--- src/verilog/tsf_pkg.sv ---
// constants, field layout and types of the timer and frame-checking serial block
//
// Behaviour
// - timer counts only while run bit set
// - source select zero counts internal clock
// - source select one counts pin falling edges
// - enabled trigger edge captures/reloads outside baud mode, sets event flag
// - control register resets zero, bit addressable
// - three full-duplex async modes, separate baud rates
// - stop check only in asynchronous modes
// - stop check only while check enabled
// - invalid stop bit sets frame error flag
// - frame error cleared only by software/reset
// - good frames leave frame error unchanged
// - checking moves receive done to stop bit
package tsf_pkg;

  // ==========================================================
  // register byte addresses
  localparam logic [7:0] ADDR_COUNT  = 8'h00;
  localparam logic [7:0] ADDR_RELOAD = 8'h04;
  localparam logic [7:0] ADDR_SCTL   = 8'h08;
  localparam logic [7:0] ADDR_SDATA  = 8'h0C;
  localparam logic [7:0] ADDR_PCTL   = 8'h10;
  localparam logic [7:0] ADDR_TCTL   = 8'hC8;
  localparam logic [7:0] ADDR_TBIT   = 8'hCC;

  // ==========================================================
  // timer_three_control fields
  localparam int TC_TF   = 7;
  localparam int TC_EXF  = 6;
  localparam int TC_RCLK = 5;
  localparam int TC_TX_BAUD_SOURCE_SELECT = 4;
  localparam int TC_EXEN = 3;
  localparam int TC_TR   = 2;
  localparam int TC_CT   = 1;
  localparam int TC_CP   = 0;
  // single-bit access: index in [2:0], value in [3]
  localparam int TB_VAL  = 3;

  // ==========================================================
  // serial control fields
  localparam int SC_RXDONE = 0;
  localparam int SC_TXDONE = 1;
  localparam int SC_RB8    = 2;
  localparam int SC_TB8    = 3;
  localparam int SC_RXEN   = 4;
  localparam int SC_MODE   = 6;
  localparam int SC_FE     = 8;
  localparam int SC_TXBUSY = 9;
  localparam int SC_RXAVL  = 10;
  localparam int PC_FCE    = 0;
  localparam int SD_VALID  = 15;

  // ==========================================================
  // reset values, encodings, timing
  localparam logic [7:0]  TCTL_RST  = 8'h00;
  localparam logic [15:0] CNT_RST   = 16'h0000;
  localparam logic [15:0] CNT_TOP   = 16'hFFFF;
  localparam logic [1:0]  MODE_SYNC = 2'h0;
  localparam logic [1:0]  MODE_A8   = 2'h1;
  localparam logic [3:0]  OS_MID    = 4'h7;
  localparam logic [3:0]  OS_END    = 4'hF;
  localparam logic [3:0]  TX_LEN8   = 4'hA;
  localparam logic [3:0]  TX_LEN9   = 4'hB;
  localparam logic [1:0]  RESP_OK   = 2'h0;
  localparam logic [1:0]  RESP_ERR  = 2'h2;

  typedef enum logic [1:0] {RX_IDLE, RX_START, RX_DATA, RX_STOP} tsf_rx_state_t;

endpackage

--- src/verilog/tsf_fifo.sv ---
`timescale 1ns/1ps
// receive word buffer with valid/ready on both sides
module tsf_fifo #(
  parameter int WIDTH = 9,
  parameter int DEPTH = 16
)(
  // clock and reset
  input  wire logic             clk,
  input  wire logic             rst_n,
  // fill side
  input  wire logic             in_valid,
  output logic                  in_ready,
  input  wire logic [WIDTH-1:0] in_data,
  // drain side
  output logic                  out_valid,
  input  wire logic             out_ready,
  output logic [WIDTH-1:0]      out_data
);
  localparam int AW = $clog2(DEPTH);

  logic [WIDTH-1:0] mem [DEPTH];
  logic [AW-1:0]    wr_ptr;
  logic [AW-1:0]    rd_ptr;
  logic [AW:0]      used;
  logic             push;
  logic             pop;

  assign in_ready  = (used != (AW+1)'(DEPTH));
  assign out_valid = (used != '0);
  assign out_data  = mem[rd_ptr];
  assign push      = in_valid && in_ready;
  assign pop       = out_valid && out_ready;

  always_ff @(posedge clk) begin
    if (push) begin
      mem[wr_ptr] <= in_data;
    end
  end

  // depth must be a power of two so the pointers wrap by themselves
  always_ff @(posedge clk or negedge rst_n) begin
    if (!rst_n) begin
      wr_ptr <= '0;
      rd_ptr <= '0;
      used   <= '0;
    end else begin
      wr_ptr <= wr_ptr + AW'(push);
      rd_ptr <= rd_ptr + AW'(pop);
      used   <= used + (AW+1)'(push) - (AW+1)'(pop);
    end
  end
endmodule

--- src/verilog/tsf_top.sv ---
// Added by the designer: the AXI4-Lite interface to the registers.
`timescale 1ns/1ps
// timer with capture/reload and baud output, plus frame-checking serial port
module tsf_top
  import tsf_pkg::*;
#(
  parameter int FIFO_DEPTH = 16
)(
  // clock and reset
  input  wire logic        clk,
  input  wire logic        nrst,
  // axi4-lite write
  input  wire logic [7:0]  s_axi_awaddr,
  input  wire logic        s_axi_awvalid,
  output logic             s_axi_awready,
  input  wire logic [31:0] s_axi_wdata,
  input  wire logic [3:0]  s_axi_wstrb,
  input  wire logic        s_axi_wvalid,
  output logic             s_axi_wready,
  output logic [1:0]       s_axi_bresp,
  output logic             s_axi_bvalid,
  input  wire logic        s_axi_bready,
  // axi4-lite read
  input  wire logic [7:0]  s_axi_araddr,
  input  wire logic        s_axi_arvalid,
  output logic             s_axi_arready,
  output logic [31:0]      s_axi_rdata,
  output logic [1:0]       s_axi_rresp,
  output logic             s_axi_rvalid,
  input  wire logic        s_axi_rready,
  // timer pins
  input  wire logic        count_input_pin,
  input  wire logic        external_trigger_pin,
  input  wire logic        other_timer_overflow,
  output logic             timer_overflow_pulse,
  // serial line
  input  wire logic        rx_pin,
  output logic             tx_pin
);

  // ==========================================================
  // reset release
  logic rst_meta;
  logic rst_n;
  always_ff @(posedge clk or negedge nrst) begin
    if (!nrst) begin
      rst_meta <= 1'b0;
      rst_n    <= 1'b0;
    end else begin
      rst_meta <= 1'b1;
      rst_n    <= rst_meta;
    end
  end

  function automatic logic mapped(input logic [7:0] a);
    mapped = (a == ADDR_COUNT) || (a == ADDR_RELOAD) || (a == ADDR_SCTL) || (a == ADDR_SDATA)
          || (a == ADDR_PCTL) || (a == ADDR_TCTL) || (a == ADDR_TBIT);
  endfunction

  // ==========================================================
  // axi write channel: address and data taken in either order
  logic        aw_held;
  logic        w_held;
  logic [7:0]  aw_addr;
  logic [31:0] w_data;
  logic        w_lane0;
  logic        aw_fire;
  logic        w_fire;
  logic        wr_fire;
  assign aw_fire = s_axi_awvalid && s_axi_awready;
  assign w_fire  = s_axi_wvalid && s_axi_wready;
  assign wr_fire = aw_held && w_held && !s_axi_bvalid;

  always_ff @(posedge clk or negedge rst_n) begin
    if (!rst_n) begin
      aw_held       <= 1'b0;
      w_held        <= 1'b0;
      aw_addr       <= 8'h00;
      w_data        <= 32'h0000_0000;
      w_lane0       <= 1'b0;
      s_axi_awready <= 1'b0;
      s_axi_wready  <= 1'b0;
      s_axi_bvalid  <= 1'b0;
      s_axi_bresp   <= RESP_OK;
    end else begin
      aw_held       <= aw_fire || (aw_held && !wr_fire);
      w_held        <= w_fire || (w_held && !wr_fire);
      s_axi_awready <= !(aw_fire || (aw_held && !wr_fire));
      s_axi_wready  <= !(w_fire || (w_held && !wr_fire));
      if (aw_fire) begin
        aw_addr <= s_axi_awaddr;
      end
      if (w_fire) begin
        w_data  <= s_axi_wdata;
        w_lane0 <= s_axi_wstrb[0];
      end
      if (wr_fire) begin
        s_axi_bvalid <= 1'b1;
        s_axi_bresp  <= mapped(aw_addr) ? RESP_OK : RESP_ERR;
      end else if (s_axi_bready) begin
        s_axi_bvalid <= 1'b0;
      end
    end
  end

  // register strobes; byte lane 0 must be enabled for any effect
  logic sw_count;
  logic sw_reload;
  logic sw_sctl;
  logic sw_sdata;
  logic sw_pctl;
  logic sw_tctl;
  logic sw_tbit;
  assign sw_count  = wr_fire && w_lane0 && (aw_addr == ADDR_COUNT);
  assign sw_reload = wr_fire && w_lane0 && (aw_addr == ADDR_RELOAD);
  assign sw_sctl   = wr_fire && w_lane0 && (aw_addr == ADDR_SCTL);
  assign sw_sdata  = wr_fire && w_lane0 && (aw_addr == ADDR_SDATA);
  assign sw_pctl   = wr_fire && w_lane0 && (aw_addr == ADDR_PCTL);
  assign sw_tctl   = wr_fire && w_lane0 && (aw_addr == ADDR_TCTL);
  assign sw_tbit   = wr_fire && w_lane0 && (aw_addr == ADDR_TBIT);

  // ==========================================================
  // timer
  logic [7:0]  tctl;
  logic [7:0]  next_tctl;
  logic [15:0] count;
  logic [15:0] reload;
  logic        cnt_pin_q;
  logic        trig_pin_q;
  logic        tick;
  logic        trig;
  logic        ovf;
  logic        baud_mode;

  always_comb begin
    next_tctl = tctl;
    if (sw_tctl) begin
      next_tctl = w_data[7:0];
    end
    if (sw_tbit) begin
      next_tctl[w_data[2:0]] = w_data[TB_VAL];
    end
  end

  assign tick = tctl[TC_TR] && (tctl[TC_CT] ? (cnt_pin_q && !count_input_pin) : 1'b1);
  assign trig = tctl[TC_EXEN] && trig_pin_q && !external_trigger_pin;
  assign ovf  = tick && (count == CNT_TOP);
  assign baud_mode = tctl[TC_RCLK] || tctl[TC_TX_BAUD_SOURCE_SELECT];

  // flags: a hardware set in the same cycle as a software clear wins
  always_ff @(posedge clk or negedge rst_n) begin
    if (!rst_n) begin
      tctl <= TCTL_RST;
    end else begin
      tctl <= next_tctl;
      if (ovf && !baud_mode) begin
        tctl[TC_TF] <= 1'b1;
      end
      if (trig) begin
        tctl[TC_EXF] <= 1'b1;
      end
    end
  end

  always_ff @(posedge clk or negedge rst_n) begin
    if (!rst_n) begin
      count                <= CNT_RST;
      reload               <= CNT_RST;
      cnt_pin_q            <= 1'b1;
      trig_pin_q           <= 1'b1;
      timer_overflow_pulse <= 1'b0;
    end else begin
      cnt_pin_q            <= count_input_pin;
      trig_pin_q           <= external_trigger_pin;
      timer_overflow_pulse <= ovf;
      if (sw_count) begin
        count <= w_data[15:0];
      end else if (ovf && (baud_mode || !tctl[TC_CP])) begin
        count <= reload;
      end else if (trig && !baud_mode && !tctl[TC_CP]) begin
        count <= reload;
      end else if (tick) begin
        count <= count + 16'h0001;
      end
      if (sw_reload) begin
        reload <= w_data[15:0];
      end else if (trig && !baud_mode && tctl[TC_CP]) begin
        reload <= count;
      end
    end
  end

  // baud ticks: each direction picks its own source so rates may differ
  logic rx_tick;
  logic tx_tick;
  assign rx_tick = tctl[TC_RCLK] ? ovf : other_timer_overflow;
  assign tx_tick = tctl[TC_TX_BAUD_SOURCE_SELECT] ? ovf : other_timer_overflow;

  // ==========================================================
  // serial control state
  logic [1:0] mode;
  logic       rx_en;
  logic       tx_b8;
  logic       rx_b8;
  logic       tx_done;
  logic       receive_done_flag;
  logic       frame_error_flag;
  logic       frame_check_enable;
  logic       check_on;
  assign check_on = frame_check_enable && (mode != MODE_SYNC);

  // ==========================================================
  // receiver
  tsf_rx_state_t rx_state;
  logic [3:0]    rx_os;
  logic [3:0]    rx_bit;
  logic [8:0]    rx_sh;
  logic [8:0]    rx_next_sh;
  logic [3:0]    rx_nbits;
  logic          last_data_evt;
  logic          stop_evt;
  logic          done_evt;
  logic          push_valid;
  logic [8:0]    push_data;
  logic          fifo_ready;
  logic          fifo_valid;
  logic [8:0]    fifo_data;
  logic          pop;
  logic          rx_pin_q;

  function automatic logic [8:0] frame_word(input logic [8:0] sh, input logic [1:0] m);
    frame_word = (m == MODE_A8) ? {1'b0, sh[8:1]} : sh;
  endfunction

  assign rx_nbits      = (mode == MODE_A8) ? 4'h8 : 4'h9;
  assign rx_next_sh    = {rx_pin, rx_sh[8:1]};
  assign last_data_evt = (rx_state == RX_DATA) && rx_tick && (rx_os == OS_END) && (rx_bit == rx_nbits - 4'h1);
  assign stop_evt      = (rx_state == RX_STOP) && rx_tick && (rx_os == OS_END);
  assign done_evt      = check_on ? stop_evt : last_data_evt;

  // a new frame is not started while the last word waits for buffer room
  // start needs a falling edge, so a stop bit still held low is never taken for a start
  always_ff @(posedge clk or negedge rst_n) begin
    if (!rst_n) begin
      rx_state <= RX_IDLE;
      rx_os    <= 4'h0;
      rx_bit   <= 4'h0;
      rx_sh    <= 9'h000;
      rx_pin_q <= 1'b1;
    end else begin
      rx_pin_q <= rx_pin;
      unique case (rx_state)
        RX_IDLE: begin
          rx_os  <= 4'h0;
          rx_bit <= 4'h0;
          if (rx_en && (mode != MODE_SYNC) && rx_pin_q && !rx_pin && !push_valid) begin
            rx_state <= RX_START;
          end
        end
        RX_START: begin
          if (rx_tick) begin
            rx_os <= rx_os + 4'h1;
            if (rx_os == OS_MID) begin
              rx_os    <= 4'h0;
              rx_state <= rx_pin ? RX_IDLE : RX_DATA;
            end
          end
        end
        RX_DATA: begin
          if (rx_tick) begin
            rx_os <= rx_os + 4'h1;
            if (rx_os == OS_END) begin
              rx_sh  <= rx_next_sh;
              rx_bit <= rx_bit + 4'h1;
              if (last_data_evt) begin
                rx_state <= RX_STOP;
              end
            end
          end
        end
        RX_STOP: begin
          if (rx_tick) begin
            rx_os <= rx_os + 4'h1;
            if (stop_evt) begin
              rx_state <= RX_IDLE;
            end
          end
        end
      endcase
    end
  end

  always_ff @(posedge clk or negedge rst_n) begin
    if (!rst_n) begin
      push_valid <= 1'b0;
      push_data  <= 9'h000;
    end else if (done_evt) begin
      push_valid <= 1'b1;
      push_data  <= check_on ? frame_word(rx_sh, mode) : frame_word(rx_next_sh, mode);
    end else if (fifo_ready) begin
      push_valid <= 1'b0;
    end
  end

  tsf_fifo #(
    .WIDTH (9),
    .DEPTH (FIFO_DEPTH)
  ) u_fifo (
    .clk       (clk),
    .rst_n     (rst_n),
    .in_valid  (push_valid),
    .in_ready  (fifo_ready),
    .in_data   (push_data),
    .out_valid (fifo_valid),
    .out_ready (pop),
    .out_data  (fifo_data)
  );

  // ==========================================================
  // transmitter
  logic        tx_busy;
  logic [10:0] tx_sh;
  logic [3:0]  tx_left;
  logic [3:0]  tx_os;
  logic        tx_end;
  assign tx_end = tx_busy && tx_tick && (tx_os == OS_END) && (tx_left == 4'h1);

  always_ff @(posedge clk or negedge rst_n) begin
    if (!rst_n) begin
      tx_busy <= 1'b0;
      tx_sh   <= 11'h7FF;
      tx_left <= 4'h0;
      tx_os   <= 4'h0;
      tx_pin  <= 1'b1;
    end else begin
      tx_pin <= tx_busy ? tx_sh[0] : 1'b1;
      if (!tx_busy && sw_sdata && (mode != MODE_SYNC)) begin
        tx_busy <= 1'b1;
        tx_os   <= 4'h0;
        tx_sh   <= {1'b1, (mode == MODE_A8) ? 1'b1 : tx_b8, w_data[7:0], 1'b0};
        tx_left <= (mode == MODE_A8) ? TX_LEN8 : TX_LEN9;
      end else if (tx_busy && tx_tick) begin
        tx_os <= tx_os + 4'h1;
        if (tx_os == OS_END) begin
          tx_sh   <= {1'b1, tx_sh[10:1]};
          tx_left <= tx_left - 4'h1;
          tx_busy <= !tx_end;
        end
      end
    end
  end

  // serial flags: hardware sets win over software clears
  always_ff @(posedge clk or negedge rst_n) begin
    if (!rst_n) begin
      mode               <= MODE_SYNC;
      rx_en              <= 1'b0;
      tx_b8              <= 1'b0;
      rx_b8              <= 1'b0;
      tx_done            <= 1'b0;
      receive_done_flag  <= 1'b0;
      frame_error_flag   <= 1'b0;
      frame_check_enable <= 1'b0;
    end else begin
      if (sw_pctl) begin
        frame_check_enable <= w_data[PC_FCE];
      end
      if (sw_sctl) begin
        mode              <= w_data[SC_MODE +: 2];
        rx_en             <= w_data[SC_RXEN];
        tx_b8             <= w_data[SC_TB8];
        tx_done           <= w_data[SC_TXDONE];
        receive_done_flag <= w_data[SC_RXDONE];
        frame_error_flag  <= w_data[SC_FE];
      end
      if (tx_end) begin
        tx_done <= 1'b1;
      end
      if (done_evt) begin
        receive_done_flag <= 1'b1;
        rx_b8             <= check_on ? rx_sh[8] : rx_next_sh[8];
      end
      if (stop_evt && check_on && !rx_pin) begin
        frame_error_flag <= 1'b1;
      end
    end
  end

  // ==========================================================
  // axi read channel; data is sampled when the address is taken
  logic ar_fire;
  assign ar_fire = s_axi_arvalid && s_axi_arready;
  assign pop     = ar_fire && (s_axi_araddr == ADDR_SDATA);

  always_ff @(posedge clk or negedge rst_n) begin
    if (!rst_n) begin
      s_axi_arready <= 1'b0;
      s_axi_rvalid  <= 1'b0;
      s_axi_rdata   <= 32'h0000_0000;
      s_axi_rresp   <= RESP_OK;
    end else begin
      s_axi_arready <= !(ar_fire || (s_axi_rvalid && !s_axi_rready));
      if (ar_fire) begin
        s_axi_rvalid <= 1'b1;
        s_axi_rresp  <= mapped(s_axi_araddr) ? RESP_OK : RESP_ERR;
        unique case (s_axi_araddr)
          ADDR_COUNT:  s_axi_rdata <= {16'h0000, count};
          ADDR_RELOAD: s_axi_rdata <= {16'h0000, reload};
          ADDR_TCTL:   s_axi_rdata <= {24'h00_0000, tctl};
          ADDR_PCTL:   s_axi_rdata <= {31'h0000_0000, frame_check_enable};
          ADDR_SDATA:  s_axi_rdata <= {16'h0000, fifo_valid, 6'h00, fifo_data};
          ADDR_SCTL:   s_axi_rdata <= {21'h00_0000, fifo_valid, tx_busy, frame_error_flag, mode, 1'b0,
                                       rx_en, tx_b8, rx_b8, tx_done, receive_done_flag};
          default:     s_axi_rdata <= 32'h0000_0000;
        endcase
      end else if (s_axi_rready) begin
        s_axi_rvalid <= 1'b0;
      end
    end
  end
endmodule

--- config.mk ---
export PLATFORM = sky130hd
export DESIGN_NAME = tsf_top
export DESIGN_NICKNAME = d
export VERILOG_FILES = /design/src/verilog/tsf_pkg.sv /design/src/verilog/tsf_fifo.sv /design/src/verilog/tsf_top.sv
export SDC_FILE = /design/constraint.sdc
export NUM_CORES = 1
export LEC_CHECK = 0
export BUFFER_PORTS_ARGS = -buffer_cell sky130_fd_sc_hd__buf_2
export CAP_MARGIN = 25
export CORE_AREA = 2 2 134 188
export CTS_CLUSTER_DIAMETER = 100
export DETAILED_ROUTE_END_ITERATION = 12
export DIE_AREA = 0 0 136 190
export PLACE_DENSITY = 0.76
export RECOVER_POWER = 100
export SLEW_MARGIN = 20
export SYNTH_ARGS = -nofsm -noshare
export SYNTH_HDL_FRONTEND = slang
export SYNTH_SLANG_ARGS = --single-unit
--- constraint.sdc ---
create_clock -name clk -period 6.36 [get_ports clk]
set_clock_uncertainty 0.05 [all_clocks]
set_input_delay 0.636 -clock clk [delete_from_list [all_inputs] [get_ports clk]]
set_output_delay 0.636 -clock clk [all_outputs]
set_load 0.05 [all_outputs]
==> flow_metrics.env <==
export IMPL_grt_pass1_vias=9289
export IMPL_violations="capacitance limit, slew limit"
export IMPL_grt_antenna_before_repair=0
export IMPL_tns_ns=0
export IMPL_synth_most_common_cell="dfrtp_1"
export IMPL_synth_compound_area_share_pct=10.5
export IMPL_p_leak_nw=5.54
export IMPL_crit_start="count[0]"
export IMPL_track_usage_pct=26.1
export IMPL_wirelength_um=33500
export IMPL_vdd_ir_drop_max_mv=0.232
export IMPL_path_class="reg -> reg"
export IMPL_ys_top_cells_by_area="edfxtp_1 (30%), dfrtp_1 (27%), mux2i_1 (4.6%)"
export IMPL_drtAntennaViolNets=0
export IMPL_async_flop_share_pct=53.7
export IMPL_outcome="finished, violations left"
export IMPL_drive_gt1_share_pct=15.1
export IMPL_overflow=0
export IMPL_crit_required_ns=6.73
export IMPL_synthXorXnorAreaFrac_pct=1.29
export IMPL_reg2reg_to="push_data[5]"
export IMPL_wl_per_cell_um=22.0
export IMPL_powerDensity_nw_per_um2=307
export IMPL_reg2reg_slack_ns=1.91
export IMPL_finalSetupViolations=0
export IMPL_num_vias=9533
export IMPL_grt_max_degree=78
export IMPL_synth_area_leader_cell="edfxtp_1"
export IMPL_area_delta_synth_final_pct=9.56
export IMPL_post_route_period_util_pct=70.0
export IMPL_cts_sinks=311
export IMPL_pin_count=106
export IMPL_die_w_um=136
export IMPL_worstSetupEndpointType="register"
export IMPL_synth_simple_gate_area_share_pct=10.8
export IMPL_yosysUniqueCellTypes=79
export IMPL_crit_arrival_ns=4.83
export IMPL_period_needed_ns=4.45
export IMPL_dp_hpwl_um=22700
export IMPL_drv_slew=151
export IMPL_rows=68
export IMPL_synth_top_cell_area_share_pct=30.3
export IMPL_synth_warnings=0
export IMPL_post_cts_setup_buffers=0
export IMPL_tritoncts="built"
export IMPL_cts_clk_slew_worst_paths_ns=0.07
export IMPL_drtIter0Drc=817
export IMPL_clock_latency_ns=0.57
export IMPL_antenna_cells=0
export IMPL_dieArea_sq_um=25800
export IMPL_maxCapViolations=8
export IMPL_muxShareOfSynthArea_pct=12.8
export IMPL_postSynthCellCount=1125
export IMPL_drc=0
export IMPL_slew_headroom_pct=-110
export IMPL_clock_fmax_mhz=224
export IMPL_timing_hold_ws_ns=0.141
export IMPL_r2r_cells=6
export IMPL_dieHeight_um=190
export IMPL_ctsHtreeMaxLevel=1
export IMPL_gp_congestion=0.930
export IMPL_synth_seq_cells=311
export IMPL_rsz0062_at_grt="no"
export IMPL_cts_resized=0
export IMPL_synth_edff_count=144
export IMPL_start_kind="register"
export IMPL_first_pass_iters=6
export IMPL_avgViaCountPerCell=6.26
export IMPL_reg2reg_from="count[0]"
export IMPL_clockBufferDepth=3
export IMPL_hold_viol_final=0
export IMPL_synth_adder_area_share_pct=1.37
export IMPL_worstMarginPinSlew_ns=3.15
export IMPL_synth_main_ff_cell="dfrtp_1"
export IMPL_core_area_sq_um=24300
export IMPL_grt_first_pass_wirelength_um=51700
export IMPL_holdCritPathClass="in -> reg"
export IMPL_crit_path_end="push_data[5]"
export IMPL_postSynthAreaPerCell_sq_um=12.7
export IMPL_power_total_mw=4.80
export IMPL_portBuffers=68
export IMPL_synth_top_family_by_area="multiplexers"
export IMPL_root_buffer="clkbuf_16"
export IMPL_critPathMaxFanout=15
export IMPL_initial_core_util_pct=58.7
export IMPL_syn_area_sq_um=14300
export IMPL_synthTopCellsByCount="dfrtp_1 (153), edfxtp_1 (144), nand2_1 (83), nor2_1 (68), mux2i_1 (65)"
export IMPL_cts_buffers_inserted=31
export IMPL_ys_seq_area_share_pct=59.7
export IMPL_nNetsFinal=1261
layer usage:
layer	GRT usage, %	up-vias	wire length [um]
li1	-	4299	-
met1	31.8	4773	12800
met2	45.5	346	17200
met3	3.86	115	1780
met4	12.0	0	1770
met5	0	-	0
per-stage QoR:
stage          cell area (sq um)  setup WS, ns  std cells  utilization [%]
2_1_floorplan              14300          1.34       1142                -
3_3_place_gp               14800          2.70       1455             60.7
3_5_place_dp               14800          2.63       1460             60.9
4_1_cts                    15800          2.98       1519             64.9
5_1_grt                    15600          1.49       1523             64.3
6_report                   15600          1.91       1523             64.3
sequential cells by signal, indices dropped and copies added, names as in the netlist, 2 cells and up, named ones only:
register       count
rx_os              4
w_data            16
u_fifo.wr_ptr      4
u_fifo.mem       144
aw_addr            8
push_data          9
count             16
reload            16
tx_left            4
tctl               8
mode               2
tx_os              4
tx_sh             10
u_fifo.used        5
rx_bit             4
s_axi_rdata       16
u_fifo.rd_ptr      4
rx_sh              9
layout by cell type, fill, tap and decap left out, types with 7 or more instances in the layout:
master	n
dfrtp_1	153
edfxtp_1	144
nand2_1	84
nor2_1	68
o21ai_0	68
mux2i_1	65
a21oi_1	50
clkbuf_1	50
mux2_2	43
buf_2	38
nand3_1	32
clkbuf_16	31
inv_1	28
mux4_2	26
nor3_1	20
o211ai_1	20
a22oi_1	20
conb_1	19
ha_1	14
dfstp_2	14
nor2b_1	12
and3_1	12
nand2b_1	12
xnor2_1	11
a211oi_1	11
xor2_1	10
a221oi_1	10
mux2_1	9
and2_0	8
nand4_1	7
or3_1	7
area by class of cell:
type | instances | area, sq um
tap | 315 | 394
inverter | 28 | 105
sequential | 311 | 8520
multi-input combinational | 724 | 5240
timing repair buffer | 87 | 414
fill | 1829 | 8690
clock buffer | 43 | 845
clock inverter | 15 | 124
power by group:
part / total [mW] / internal, mW / leakage [nW] / switching, mW
clock: 1.73 / 0.973 / 0.455 / 0.757
combinational: 0.542 / 0.230 / 2.08 / 0.313
sequential: 2.53 / 2.26 / 3.00 / 0.268
cell families (layout without fill, tap and decap cells):
| kind of cell | Yosys count | after routing |
|---|---|---|
| xor+xnor | 21 | 21 |
| compound gates | 224 | 224 |
| other cells | 2 | 19 |
| simple gates | 302 | 302 |
| fa+ha+maj | 15 | 15 |
| mux | 143 | 143 |
| flops | 311 | 311 |
| buf+inv | 107 | 173 |
worst max-delay path: stages (launching register included):
cell       delay (ns)
dfrtp_1          0.49
ha_1             0.28
and2_0           0.22
nand4_1          0.38
o32ai_1          1.34
o2111ai_1        0.97
mux2_1           0.58
how the worst min path moves through the flow:
stage / startpoint / end / slack [ns] / cells after the start
6_report: count_input_pin / cnt_pin_q / 0.14 / 1
4_1_cts: external_trigger_pin / trig_pin_q / 0.13 / 1
3_5_place_dp: rst_meta / rst_n / 0.29 / 0
5_1_grt: count_input_pin / cnt_pin_q / 0.12 / 1
3_3_place_gp: rst_meta / rst_n / 0.29 / 0
2_1_floorplan: rst_meta / rst_n / 0.28 / 0
what timing repair did:
| action | CTS | global route |
|---|---|---|
| hold buffers | 1 | 0 |
| hold endpoints to repair | 2 | 0 |
| setup endpoints to repair | 0 | 0 |
No activity file was read; power rests on OpenSTA's default activity.
